$ cat src/design/adc_ctrl_pkg.sv
// constants, register map and codes for the converter control block
package adc_ctrl_pkg;
  // clock and wake-up timing
  localparam int CLK_PERIOD_NS = 40;
  localparam int WAKE_SLOW_NS = 15000;
  localparam int WAKE_FAST_NS = 100;
  localparam int CLK_STOP_NS = 1000;
  localparam int WAKE_SLOW_CNT = (WAKE_SLOW_NS + CLK_PERIOD_NS - 1) / CLK_PERIOD_NS;
  localparam int WAKE_FAST_CNT = (WAKE_FAST_NS + CLK_PERIOD_NS - 1) / CLK_PERIOD_NS;
  localparam int CLK_STOP_CNT = (CLK_STOP_NS + CLK_PERIOD_NS - 1) / CLK_PERIOD_NS;
  localparam int WAIT_W = 9;
  localparam logic [WAIT_W-1:0] SLOW_LOAD = WAIT_W'(WAKE_SLOW_CNT);
  localparam logic [WAIT_W-1:0] FAST_LOAD = WAIT_W'(WAKE_FAST_CNT);
  localparam logic [WAIT_W-1:0] STOP_LIMIT = WAIT_W'(CLK_STOP_CNT);
  localparam logic [WAIT_W-1:0] WAIT_ZERO = 9'h000;
  localparam logic [WAIT_W-1:0] WAIT_ONE = 9'h001;

  // data path
  localparam int SAMPLE_W = 14;
  localparam int LATENCY = 14;
  localparam int PAIRS = 11;
  localparam int CHANNELS = 2;

  // register map
  localparam logic [7:0] ADDR_CONFIG = 8'h00;
  localparam logic [7:0] ADDR_POWER = 8'h04;
  localparam logic [7:0] ADDR_STATUS = 8'h08;

  // config fields
  localparam int CFG_REF_EXT = 0;
  localparam int CFG_COARSE = 1;
  localparam int CFG_FINE_LSB = 4;
  localparam int FINE_W = 4;
  localparam int CFG_DATA_DRV = 8;
  localparam int CFG_CLK_DRV = 9;
  localparam int CFG_DDR = 10;
  localparam int CFG_PIN_CTRL = 11;
  localparam logic [FINE_W-1:0] FINE_MAX = 4'hC;
  localparam logic [FINE_W-1:0] FINE_RESET = 4'h0;

  // status fields
  localparam int ST_CODE_LSB = 0;
  localparam int ST_DDR = 3;
  localparam int ST_LOW_PWR = 4;
  localparam int ST_VALID_A = 5;
  localparam int ST_VALID_B = 6;
  localparam int ST_REF_ON = 7;

  typedef enum logic [2:0] {
    PWR_NORMAL = 3'h0,
    PWR_BUF_A_OFF = 3'h1,
    PWR_BUF_B_OFF = 3'h2,
    PWR_BUF_AB_OFF = 3'h3,
    PWR_GLOBAL_DOWN = 3'h4,
    PWR_STANDBY_A = 3'h5,
    PWR_STANDBY_B = 3'h6,
    PWR_MUX = 3'h7
  } power_code_t;
endpackage

$ cat src/design/adc_power_mode_output_port.sv
// power mode, gain/reference control and output port of the dual converter
`timescale 1ns/1ns
module adc_power_mode_output_port (
  input wire logic CLK,
  input wire logic RST,
  input wire logic PSEL,
  input wire logic PENABLE,
  input wire logic PWRITE,
  input wire logic [7:0] PADDR,
  input wire logic [31:0] PWDATA,
  output logic [31:0] PRDATA,
  output logic PREADY,
  output logic PSLVERR,
  input wire logic POWER_CODE_PIN_HI,
  input wire logic POWER_CODE_PIN_MID,
  input wire logic POWER_CODE_PIN_LO,
  input wire logic INTERFACE_SELECT_PIN,
  input wire logic SAMPLE_CLOCK,
  input wire logic [adc_ctrl_pkg::SAMPLE_W-1:0] CONV_A_SAMPLE,
  input wire logic [adc_ctrl_pkg::SAMPLE_W-1:0] CONV_B_SAMPLE,
  output logic REF_EXTERNAL,
  output logic REF_ON,
  output logic COARSE_GAIN_ON,
  output logic [adc_ctrl_pkg::FINE_W-1:0] FINE_GAIN_STEPS,
  output logic CONV_A_ON,
  output logic CONV_B_ON,
  output logic LOW_POWER,
  output logic DATA_VALID_A,
  output logic DATA_VALID_B,
  output logic DATA_DRIVE_LEVEL,
  output logic CLOCK_DRIVE_LEVEL,
  output logic [adc_ctrl_pkg::SAMPLE_W-1:0] CHAN_A_BUS,
  output logic [adc_ctrl_pkg::SAMPLE_W-1:0] CHAN_B_BUS,
  output logic CHAN_A_OE,
  output logic CHAN_B_OE,
  output logic SINGLE_ENDED_OUT_CLOCK,
  output logic [adc_ctrl_pkg::PAIRS-1:0] DDR_A_PAIRS,
  output logic [adc_ctrl_pkg::PAIRS-1:0] DDR_B_PAIRS,
  output logic DDR_A_OE,
  output logic DDR_B_OE,
  output logic DDR_OUT_CLOCK_POS,
  output logic DDR_OUT_CLOCK_NEG
);
  localparam int SW = adc_ctrl_pkg::SAMPLE_W;
  localparam int WW = adc_ctrl_pkg::WAIT_W;

  // configuration and power registers
  logic ref_ext_r, coarse_r, data_drv_r, clk_drv_r, ddr_cfg_r, pin_ctrl_r;
  logic [adc_ctrl_pkg::FINE_W-1:0] fine_r, fine_nxt;
  logic [2:0] power_reg_r;
  logic pready_r, pslverr_r;
  logic [31:0] prdata_r, rdata_nxt;
  logic access, access_done, mapped;

  // pin synchronisers
  logic [2:0] code_meta_r, code_sync_r;
  logic sel_meta_r, sel_sync_r;
  logic sclk_meta_r, sclk_sync_r, sclk_d_r;
  logic [2*SW-1:0] smp_meta_r, smp_sync_r;
  logic rise, fall;

  // effective mode
  adc_ctrl_pkg::power_code_t eff_code_r;
  logic ddr_eff_r, mux_on;
  logic [1:0] buf_off, conv_off;
  logic global_off;
  logic [WW-1:0] buf_wait_r [adc_ctrl_pkg::CHANNELS];
  logic [WW-1:0] conv_wait_r [adc_ctrl_pkg::CHANNELS];
  logic [1:0] chan_oe_r, ddr_oe_r, valid_r, conv_on_r;
  logic [WW-1:0] stop_cnt_r;
  logic low_power_r, ref_on_r;

  // data path
  logic [2*SW-1:0] delayed;
  logic [SW-1:0] out_a, out_b;
  logic [adc_ctrl_pkg::PAIRS-1:0] odd_a, odd_b, even_a, even_b;
  logic [SW-1:0] a_bus_r, b_bus_r;
  logic [adc_ctrl_pkg::PAIRS-1:0] ddr_a_r, ddr_b_r, even_a_r, even_b_r;
  logic se_clk_r, ddr_clk_r, ddr_clkn_r;

  // apb slave, one wait state
  assign access = PSEL && PENABLE;
  assign access_done = access && pready_r;
  assign mapped = (PADDR == adc_ctrl_pkg::ADDR_CONFIG) || (PADDR == adc_ctrl_pkg::ADDR_POWER)
    || (PADDR == adc_ctrl_pkg::ADDR_STATUS);

  always_comb
  begin
    rdata_nxt = '0;
    unique case (PADDR)
      adc_ctrl_pkg::ADDR_CONFIG:
      begin
        rdata_nxt[adc_ctrl_pkg::CFG_REF_EXT] = ref_ext_r;
        rdata_nxt[adc_ctrl_pkg::CFG_COARSE] = coarse_r;
        rdata_nxt[adc_ctrl_pkg::CFG_FINE_LSB +: adc_ctrl_pkg::FINE_W] = fine_r;
        rdata_nxt[adc_ctrl_pkg::CFG_DATA_DRV] = data_drv_r;
        rdata_nxt[adc_ctrl_pkg::CFG_CLK_DRV] = clk_drv_r;
        rdata_nxt[adc_ctrl_pkg::CFG_DDR] = ddr_cfg_r;
        rdata_nxt[adc_ctrl_pkg::CFG_PIN_CTRL] = pin_ctrl_r;
      end
      adc_ctrl_pkg::ADDR_POWER:
        rdata_nxt[2:0] = power_reg_r;
      adc_ctrl_pkg::ADDR_STATUS:
      begin
        rdata_nxt[adc_ctrl_pkg::ST_CODE_LSB +: 3] = eff_code_r;
        rdata_nxt[adc_ctrl_pkg::ST_DDR] = ddr_eff_r;
        rdata_nxt[adc_ctrl_pkg::ST_LOW_PWR] = low_power_r;
        rdata_nxt[adc_ctrl_pkg::ST_VALID_A] = valid_r[0];
        rdata_nxt[adc_ctrl_pkg::ST_VALID_B] = valid_r[1];
        rdata_nxt[adc_ctrl_pkg::ST_REF_ON] = ref_on_r;
      end
      default:
        rdata_nxt = '0;
    endcase
  end

  always_ff @(posedge CLK)
  begin
    if (RST)
    begin
      pready_r <= 1'b0;
      pslverr_r <= 1'b0;
      prdata_r <= 32'h00000000;
    end
    else
    begin
      pready_r <= access && !pready_r;
      pslverr_r <= access && !pready_r && !mapped;
      prdata_r <= (access && !pready_r && !PWRITE) ? rdata_nxt : 32'h00000000;
    end
  end

  // fine gain clamps at six dB
  always_comb
  begin
    fine_nxt = PWDATA[adc_ctrl_pkg::CFG_FINE_LSB +: adc_ctrl_pkg::FINE_W];
    if (fine_nxt > adc_ctrl_pkg::FINE_MAX)
      fine_nxt = adc_ctrl_pkg::FINE_MAX;
  end

  // configuration held apart from power code writes
  always_ff @(posedge CLK)
  begin
    if (RST)
    begin
      ref_ext_r <= 1'b0;
      coarse_r <= 1'b0;
      fine_r <= adc_ctrl_pkg::FINE_RESET;
      data_drv_r <= 1'b0;
      clk_drv_r <= 1'b0;
      ddr_cfg_r <= 1'b0;
      pin_ctrl_r <= 1'b0;
    end
    else if (access_done && PWRITE && PADDR == adc_ctrl_pkg::ADDR_CONFIG)
    begin
      ref_ext_r <= PWDATA[adc_ctrl_pkg::CFG_REF_EXT];
      coarse_r <= PWDATA[adc_ctrl_pkg::CFG_COARSE];
      fine_r <= fine_nxt;
      data_drv_r <= PWDATA[adc_ctrl_pkg::CFG_DATA_DRV];
      clk_drv_r <= PWDATA[adc_ctrl_pkg::CFG_CLK_DRV];
      ddr_cfg_r <= PWDATA[adc_ctrl_pkg::CFG_DDR];
      pin_ctrl_r <= PWDATA[adc_ctrl_pkg::CFG_PIN_CTRL];
    end
  end

  always_ff @(posedge CLK)
  begin
    if (RST)
      power_reg_r <= adc_ctrl_pkg::PWR_NORMAL;
    else if (access_done && PWRITE && PADDR == adc_ctrl_pkg::ADDR_POWER)
      power_reg_r <= PWDATA[2:0];
  end

  // two-flop synchronisers for every pin
  always_ff @(posedge CLK)
  begin
    if (RST)
    begin
      code_meta_r <= 3'h0;
      code_sync_r <= 3'h0;
      sel_meta_r <= 1'b0;
      sel_sync_r <= 1'b0;
      sclk_meta_r <= 1'b0;
      sclk_sync_r <= 1'b0;
      sclk_d_r <= 1'b0;
      smp_meta_r <= '0;
      smp_sync_r <= '0;
    end
    else
    begin
      code_meta_r <= {POWER_CODE_PIN_HI, POWER_CODE_PIN_MID, POWER_CODE_PIN_LO};
      code_sync_r <= code_meta_r;
      sel_meta_r <= INTERFACE_SELECT_PIN;
      sel_sync_r <= sel_meta_r;
      sclk_meta_r <= SAMPLE_CLOCK;
      sclk_sync_r <= sclk_meta_r;
      sclk_d_r <= sclk_sync_r;
      smp_meta_r <= {CONV_B_SAMPLE, CONV_A_SAMPLE};
      smp_sync_r <= smp_meta_r;
    end
  end

  assign rise = sclk_sync_r && !sclk_d_r;
  assign fall = !sclk_sync_r && sclk_d_r;

  // effective power code and interface
  always_ff @(posedge CLK)
  begin
    if (RST)
    begin
      eff_code_r <= adc_ctrl_pkg::PWR_NORMAL;
      ddr_eff_r <= 1'b0;
    end
    else
    begin
      eff_code_r <= adc_ctrl_pkg::power_code_t'(pin_ctrl_r ? code_sync_r : power_reg_r);
      ddr_eff_r <= pin_ctrl_r ? sel_sync_r : ddr_cfg_r;
    end
  end

  // multiplexing exists only on the single-ended port
  assign mux_on = (eff_code_r == adc_ctrl_pkg::PWR_MUX) && !ddr_eff_r;
  assign global_off = eff_code_r == adc_ctrl_pkg::PWR_GLOBAL_DOWN;
  assign buf_off[0] = global_off || mux_on || (eff_code_r == adc_ctrl_pkg::PWR_BUF_A_OFF)
    || (eff_code_r == adc_ctrl_pkg::PWR_BUF_AB_OFF);
  assign buf_off[1] = global_off || (eff_code_r == adc_ctrl_pkg::PWR_BUF_B_OFF)
    || (eff_code_r == adc_ctrl_pkg::PWR_BUF_AB_OFF);
  assign conv_off[0] = global_off || (eff_code_r == adc_ctrl_pkg::PWR_STANDBY_A);
  assign conv_off[1] = global_off || (eff_code_r == adc_ctrl_pkg::PWR_STANDBY_B);

  // per-channel wake timers
  genvar c;
  generate
    for (c = 0; c < adc_ctrl_pkg::CHANNELS; c++)
    begin : g_chan
      always_ff @(posedge CLK)
      begin
        if (RST)
        begin
          buf_wait_r[c] <= adc_ctrl_pkg::WAIT_ZERO;
          conv_wait_r[c] <= adc_ctrl_pkg::WAIT_ZERO;
          chan_oe_r[c] <= 1'b0;
          ddr_oe_r[c] <= 1'b0;
          valid_r[c] <= 1'b0;
          conv_on_r[c] <= 1'b1;
        end
        else
        begin
          if (buf_off[c])
            buf_wait_r[c] <= adc_ctrl_pkg::FAST_LOAD;
          else if (buf_wait_r[c] != adc_ctrl_pkg::WAIT_ZERO)
            buf_wait_r[c] <= buf_wait_r[c] - adc_ctrl_pkg::WAIT_ONE;
          if (conv_off[c])
            conv_wait_r[c] <= global_off ? adc_ctrl_pkg::SLOW_LOAD : adc_ctrl_pkg::FAST_LOAD;
          else if (conv_wait_r[c] != adc_ctrl_pkg::WAIT_ZERO)
            conv_wait_r[c] <= conv_wait_r[c] - adc_ctrl_pkg::WAIT_ONE;
          chan_oe_r[c] <= !buf_off[c] && buf_wait_r[c] == adc_ctrl_pkg::WAIT_ZERO && !ddr_eff_r;
          ddr_oe_r[c] <= !buf_off[c] && buf_wait_r[c] == adc_ctrl_pkg::WAIT_ZERO && ddr_eff_r;
          // watchdog count, not its flag, so valid drops with low power
          valid_r[c] <= !conv_off[c] && conv_wait_r[c] == adc_ctrl_pkg::WAIT_ZERO
            && stop_cnt_r < adc_ctrl_pkg::STOP_LIMIT;
          conv_on_r[c] <= !conv_off[c];
        end
      end
    end
  endgenerate

  // sampling clock watchdog
  always_ff @(posedge CLK)
  begin
    if (RST)
    begin
      stop_cnt_r <= adc_ctrl_pkg::WAIT_ZERO;
      low_power_r <= 1'b0;
      ref_on_r <= 1'b1;
    end
    else
    begin
      if (rise)
        stop_cnt_r <= adc_ctrl_pkg::WAIT_ZERO;
      else if (stop_cnt_r < adc_ctrl_pkg::STOP_LIMIT)
        stop_cnt_r <= stop_cnt_r + adc_ctrl_pkg::WAIT_ONE;
      low_power_r <= stop_cnt_r >= adc_ctrl_pkg::STOP_LIMIT;
      ref_on_r <= !global_off;
    end
  end

  sample_delay_line #(
    .WIDTH(2 * SW),
    .DEPTH(adc_ctrl_pkg::LATENCY)
  ) u_delay (
    .clk(CLK),
    .rst(RST),
    .shift(rise),
    .din(smp_sync_r),
    .dout(delayed)
  );

  assign out_a = delayed[SW-1:0];
  assign out_b = delayed[2*SW-1:SW];

  // split words into odd and even bit lanes, unused pairs low
  genvar p;
  generate
    for (p = 0; p < adc_ctrl_pkg::PAIRS; p++)
    begin : g_pair
      if (2 * p + 1 < SW)
      begin : g_full
        assign odd_a[p] = out_a[2*p+1];
        assign odd_b[p] = out_b[2*p+1];
      end
      else
      begin : g_odd_idle
        assign odd_a[p] = 1'b0;
        assign odd_b[p] = 1'b0;
      end
      if (2 * p < SW)
      begin : g_even
        assign even_a[p] = out_a[2*p];
        assign even_b[p] = out_b[2*p];
      end
      else
      begin : g_even_idle
        assign even_a[p] = 1'b0;
        assign even_b[p] = 1'b0;
      end
    end
  endgenerate

  // output launch: cmos data on fall so the out clock rise sits mid-word, except mux mode, where out_b goes onto the B bus on rise
  always_ff @(posedge CLK)
  begin
    if (RST)
    begin
      a_bus_r <= '0;
      b_bus_r <= '0;
      ddr_a_r <= '0;
      ddr_b_r <= '0;
      even_a_r <= '0;
      even_b_r <= '0;
      se_clk_r <= 1'b0;
      ddr_clk_r <= 1'b0;
      ddr_clkn_r <= 1'b1;
    end
    else if (rise)
    begin
      se_clk_r <= !ddr_eff_r;
      ddr_clk_r <= ddr_eff_r;
      ddr_clkn_r <= !ddr_eff_r;
      if (ddr_eff_r)
      begin
        ddr_a_r <= odd_a;
        ddr_b_r <= odd_b;
        // even half held, the delay line moves on at this same rise
        even_a_r <= even_a;
        even_b_r <= even_b;
      end
      else if (mux_on)
        b_bus_r <= out_b;
    end
    else if (fall)
    begin
      se_clk_r <= 1'b0;
      ddr_clk_r <= 1'b0;
      ddr_clkn_r <= 1'b1;
      if (ddr_eff_r)
      begin
        ddr_a_r <= even_a_r;
        ddr_b_r <= even_b_r;
      end
      else
      begin
        a_bus_r <= out_a;
        b_bus_r <= mux_on ? out_a : out_b;
      end
    end
  end

  assign PRDATA = prdata_r;
  assign PREADY = pready_r;
  assign PSLVERR = pslverr_r;
  assign REF_EXTERNAL = ref_ext_r;
  assign REF_ON = ref_on_r;
  assign COARSE_GAIN_ON = coarse_r;
  assign FINE_GAIN_STEPS = fine_r;
  assign CONV_A_ON = conv_on_r[0];
  assign CONV_B_ON = conv_on_r[1];
  assign LOW_POWER = low_power_r;
  assign DATA_VALID_A = valid_r[0];
  assign DATA_VALID_B = valid_r[1];
  assign DATA_DRIVE_LEVEL = data_drv_r;
  assign CLOCK_DRIVE_LEVEL = clk_drv_r;
  assign CHAN_A_BUS = a_bus_r;
  assign CHAN_B_BUS = b_bus_r;
  assign CHAN_A_OE = chan_oe_r[0];
  assign CHAN_B_OE = chan_oe_r[1];
  assign SINGLE_ENDED_OUT_CLOCK = se_clk_r;
  assign DDR_A_PAIRS = ddr_a_r;
  assign DDR_B_PAIRS = ddr_b_r;
  assign DDR_A_OE = ddr_oe_r[0];
  assign DDR_B_OE = ddr_oe_r[1];
  assign DDR_OUT_CLOCK_POS = ddr_clk_r;
  assign DDR_OUT_CLOCK_NEG = ddr_clkn_r;

  AST_GAIN_RESET: assert property (@(posedge CLK) $fell(RST) |-> !COARSE_GAIN_ON && FINE_GAIN_STEPS == 4'h0) else $error("gain not zero after reset");
  AST_FINE_RANGE: assert property (@(posedge CLK) disable iff (RST) FINE_GAIN_STEPS <= 4'hC) else $error("fine gain above six dB");
  AST_BUF_A_OFF: assert property (@(posedge CLK) disable iff (RST) eff_code_r == adc_ctrl_pkg::PWR_BUF_A_OFF |=> !CHAN_A_OE && !DDR_A_OE) else $error("channel A still driving");
  AST_GLOBAL_DOWN: assert property (@(posedge CLK) disable iff (RST) global_off |=> !REF_ON && !CONV_A_ON && !CONV_B_ON && !CHAN_B_OE) else $error("global down incomplete");
  AST_MUX_A_FLOAT: assert property (@(posedge CLK) disable iff (RST) mux_on |=> !CHAN_A_OE) else $error("A bus driven in mux mode");
  AST_SLOW_WAKE: assert property (@(posedge CLK) disable iff (RST) $past(global_off) && !global_off |-> !DATA_VALID_A [*8]) else $error("wake from global down too fast");
  AST_FAST_REENABLE: assert property (@(posedge CLK) disable iff (RST) (eff_code_r == adc_ctrl_pkg::PWR_NORMAL && !ddr_eff_r) [*5] |=> CHAN_A_OE) else $error("buffer not re-enabled in time");
  AST_CLOCK_STOP: assert property (@(posedge CLK) disable iff (RST)
    stop_cnt_r >= adc_ctrl_pkg::STOP_LIMIT |=> LOW_POWER && !DATA_VALID_B)
    else $error("no low power on clock stop");
  AST_DDR_ODD_RISE: assert property (@(posedge CLK) disable iff (RST) rise && ddr_eff_r |=> DDR_A_PAIRS[0] == $past(out_a[1]) && DDR_OUT_CLOCK_POS) else $error("odd bit not on rise");
  AST_CMOS_WORD: assert property (@(posedge CLK) disable iff (RST) fall && !ddr_eff_r && !mux_on |=> CHAN_A_BUS == $past(out_a) && CHAN_B_BUS == $past(out_b)) else $error("cmos word not launched");
endmodule

$ cat src/design/sample_delay_line.sv
// pipeline delay of the converted sample pair, one stage per rising sampling clock edge
`timescale 1ns/1ns
module sample_delay_line #(
  parameter int WIDTH = 28,
  parameter int DEPTH = 14
) (
  input wire logic clk,
  input wire logic rst,
  input wire logic shift,
  input wire logic [WIDTH-1:0] din,
  output logic [WIDTH-1:0] dout
);
  logic [WIDTH-1:0] stage_r [DEPTH];

  genvar i;
  generate
    for (i = 0; i < DEPTH; i++)
    begin : g_stage
      always_ff @(posedge clk)
      begin
        if (rst)
          stage_r[i] <= '0;
        else if (shift)
          stage_r[i] <= (i == 0) ? din : stage_r[(i == 0) ? 0 : i - 1];
      end
    end
  endgenerate

  assign dout = stage_r[DEPTH-1];
endmodule

$ cat config.mk
export PLATFORM = sky130hd
export DESIGN_NAME = adc_power_mode_output_port
export DESIGN_NICKNAME = d
export VERILOG_FILES = /design/src/design/adc_ctrl_pkg.sv /design/src/design/adc_power_mode_output_port.sv /design/src/design/sample_delay_line.sv
export SDC_FILE = /design/constraint.sdc
export NUM_CORES = 1
export LEC_CHECK = 0
export BUFFER_PORTS_ARGS = -buffer_cell sky130_fd_sc_hd__buf_2
export CELL_PAD_IN_SITES_DETAIL_PLACEMENT = 1
export CELL_PAD_IN_SITES_GLOBAL_PLACEMENT = 1
export CORE_AREA = 2 2 215 217
export DETAILED_ROUTE_END_ITERATION = 10
export DIE_AREA = 0 0 217 219
export PLACE_DENSITY_LB_ADDON = 0.2
export SLEW_MARGIN = 20
export SYNTH_ARGS = -nofsm -noshare
export SYNTH_HDL_FRONTEND = slang
export SYNTH_SLANG_ARGS = --single-unit
$ cat constraint.sdc
create_clock -name CLK -period 19.9 [get_ports CLK]
set_input_delay 2.985 -clock CLK [delete_from_list [all_inputs] [get_ports CLK]]
set_output_delay 2.985 -clock CLK [all_outputs]
set_load 0.01 [all_outputs]
==> key figures <==
Status
  – Status: complete, no violations

STA
  – Final worst slack: 14860 ps
  – Final worst path period need: 5039 ps
  – Period utilization: 25.32%
  – RSZ-0062 raised after global routing: false
  – Worst slew pin tran: 1134 ps
  – Hold slack: 429.4 ps
  – Setup TNS: 0 ps
  – Final Max Slew Viols: 0
  – Max Freq: 198.4 MHz
  – Final Hold Vio Count: 0
  – Setup-failing EPs final: 0
  – Relative slew margins: 24.41%
  – Worst Skew: 21.80 ps

Critical path
  – Worst Path Class, Setup: primary input to register
  – Critical path endpoint: conv_wait_r[1][6]$_SDFFCE_PN0P_
  – Internal reg-to-reg setup slack: 16760 ps
  – Worst reg2reg path depth: 6
  – Startpoint Class: primary input
  – CP arrival: 5280 ps
  – Reg-to-reg critical path startpoint: sclk_d_r$_SDFF_PP0_
  – CP endpoint kind: register
  – Crit-path max FO: 73
  – Req. time, crit path: 20140 ps
  – Worst setup startpoint: RST
  – Worst r2r dst: u_delay.stage_r[0][21]$_SDFFCE_PN0P_

Die
  – Num rows: 78
  – Die width: 217 um
  – Io pins: 183
  – Die Span Y: 219 um
  – Initial core utilization: 49.81%
  – Core area: 45090 um^2
  – Die Area: 47520 um^2

GRT
  – Initial antenna violation count: 0
  – GRT overflow: 0
  – All-layer global routing usage: 15.31%
  – Global-route wire length before repair: 59420 um
  – Vias in the first global route: 12180
  – Largest net degree at the start of global routing: 335

Yosys
  – Count leader, synth: edfxtp_1
  – Post-synth EDFFs: 428
  – Post-synthesis register bit count: 604
  – Yosys warns: 0
  – Synth Flop Type: edfxtp_1
  – Syn Area/Cell: 13.81 um^2
  – Netlist cell types: 56
  – Post-synth ARST share: 0%
  – Yosys top cell by area: edfxtp_1
  – Post-Synthesis Cells: 1626
  – Synth top cells by count: 428 x edfxtp_1, 401 x and2_1, 176 x dfxtp_1
  – Mapped cell area: 22460 um^2
  – Yosys top cell area share: 57.23%
  – Area contributors post-synth: edfxtp_1 57%, dfxtp_1 16%, and2_1 11%
  – Share of the yosys chip area belonging to registers: 72.92%

Pwr
  – Max VDD drop: 0.08229 mV
  – PD cells: 108.8 nW/um^2
  – Static Leakage: 9.851 nW

Clocking
  – Clock transition at path regs: 60 ps
  – Clock Tree Buf Depth: 3
  – Cts bufs inserted: 59
  – Post-CTS Setup Repair Bufs: 0
  – Clk sink count: 604
  – Clk root buf: clkbuf_16
  – Skew-Pair Late Insertion Delay: 610 ps
  – H-Tree Depth: 2
  – # hold bufs at CTS: 0
  – CTS tree: yes
  – Post-CTS Resized: 0

Placement
  – Placed Area: 23530 um^2
  – Setup WS pre-CTS: 14210 ps
  – HPWL after DPL: 21240 um
  – Final GP Congestion: 0.7733
  – Port bufs: 133

Routing
  – Via count: 11670
  – Total Routed Length: 35520 um
  – Vias/cell: 4.871
  – Post-detailed-route DRC marker count: 0
  – Drt first pass iters: 5
  – WL/cell: 14.83 um
  – Drt first-iter violations: 722
  – DRT antenna net count: 0

Final layout
  – Fin area: 25440 um^2
  – Antenna Cells: 0
  – Fill cells: 4428
  – Final Net Count: 1832
  – Share of layout cells above drive strength 1: 13.65%
  – Area delta synth->final: 13.26%
  – Fin util: 56.41%

Run
  – Maxcap violations: 0

Hold path
  – Hold Path Class: register to register
## cell usage in the layout (no fill, tap or decap), types with 13 or more instances in the layout
cell type | synthesis | routed
a211oi_1 | 32 | 32
a21oi_1 | 50 | 50
and2_1 | 401 | 401
buf_2 | 6 | 132
clkbuf_16 | 0 | 59
clkinv_2 | 0 | 15
conb_1 | 1 | 28
dfxtp_1 | 176 | 176
edfxtp_1 | 428 | 428
inv_1 | 15 | 14
mux2i_1 | 41 | 41
nand2_1 | 88 | 88
nor2_1 | 97 | 97
nor2b_1 | 71 | 70
xnor2_1 | 13 | 13
## cells by family (layout without fill, tap and decap cells)
family | count (synthesis) | after routing | share of synthesized area, %
simple gates | 716 | 716 | 18.16
other cells | 1 | 28 | 0.01670
fa+ha+maj | 9 | 9 | 0.5014
xor+xnor | 23 | 23 | 0.8970
buf+inv | 123 | 265 | 2.674
flops | 604 | 604 | 72.92
mux | 41 | 41 | 1.827
compound gates | 109 | 109 | 3.009
## worst min path at each step
stage                                      endpoint  cells past startpoint                 startpoint  slack [ps]
after floorplan           code_sync_r[0]$_SDFF_PP0_                      1  code_meta_r[0]$_SDFF_PP0_         410
after global routing      smp_sync_r[17]$_SDFF_PP0_                      1  smp_meta_r[17]$_SDFF_PP0_         430
after CTS                 smp_sync_r[17]$_SDFF_PP0_                      1  smp_meta_r[17]$_SDFF_PP0_         430
after detailed placement  smp_sync_r[20]$_SDFF_PP0_                      1  smp_meta_r[20]$_SDFF_PP0_         420
final                     smp_sync_r[17]$_SDFF_PP0_                      1  smp_meta_r[17]$_SDFF_PP0_         430
after global placement     smp_sync_r[0]$_SDFF_PP0_                      1   smp_meta_r[0]$_SDFF_PP0_         420
## per-stage QoR
| step | power [mW] | std cells |
|---|---|---|
| finish | 2.767 | 2395 |
| global route | 2.889 | 2395 |
| CTS | 2.803 | 2395 |
| detailed placement | 1.718 | 2284 |
| global placement | 1.694 | 2284 |
| floorplan | 1.671 | 1653 |
## layer usage
metal / vias up / GRT usage, % / share of wire [%]
li1: 5763 / - / -
met4: 0 / 4.795 / 2.1
met2: 177 / 27.94 / 53
met1: 5671 / 17.98 / 41
met5: - / 0 / 0
met3: 55 / 3.340 / 4.1
## critical path: stages
cell and delay [ps]:
buf_4 300, buf_4 670, buf_4 670, nor2_1 150
nand2b_1 420
## where the power goes
group / leakage, nW / internal [mW] / switching [mW]
clock: 0.943 / 0.615 / 0.463
combinational: 2.95 / 0.0794 / 0.124
sequential: 5.96 / 1.44 / 0.0420
## final cells by class
type	instances	area (um^2)	share of cell area, %
repair buffers	139	738.2	2.902
inverters	15	63.81	0.2509
clock buffers	76	1620	6.370
clock inverters	35	289.0	1.136
well taps	600	750.7	2.951
multi-input cells	926	5598	22.01
flip-flops and latches	604	16380	64.38
## state kept, by name, indices dropped and copies added, names as in the netlist, 7 cells and up
register,count
u_delay.stage_r,392
smp_meta_r,28
smp_sync_r,28
buf_wait_r,18
conv_wait_r,18
CHAN_A_BUS,14
CHAN_B_BUS,14
PRDATA,12
stop_cnt_r,9
DDR_A_PAIRS,7
DDR_B_PAIRS,7
even_a_r,7
even_b_r,7
Power figures use the tool's default switching activity.
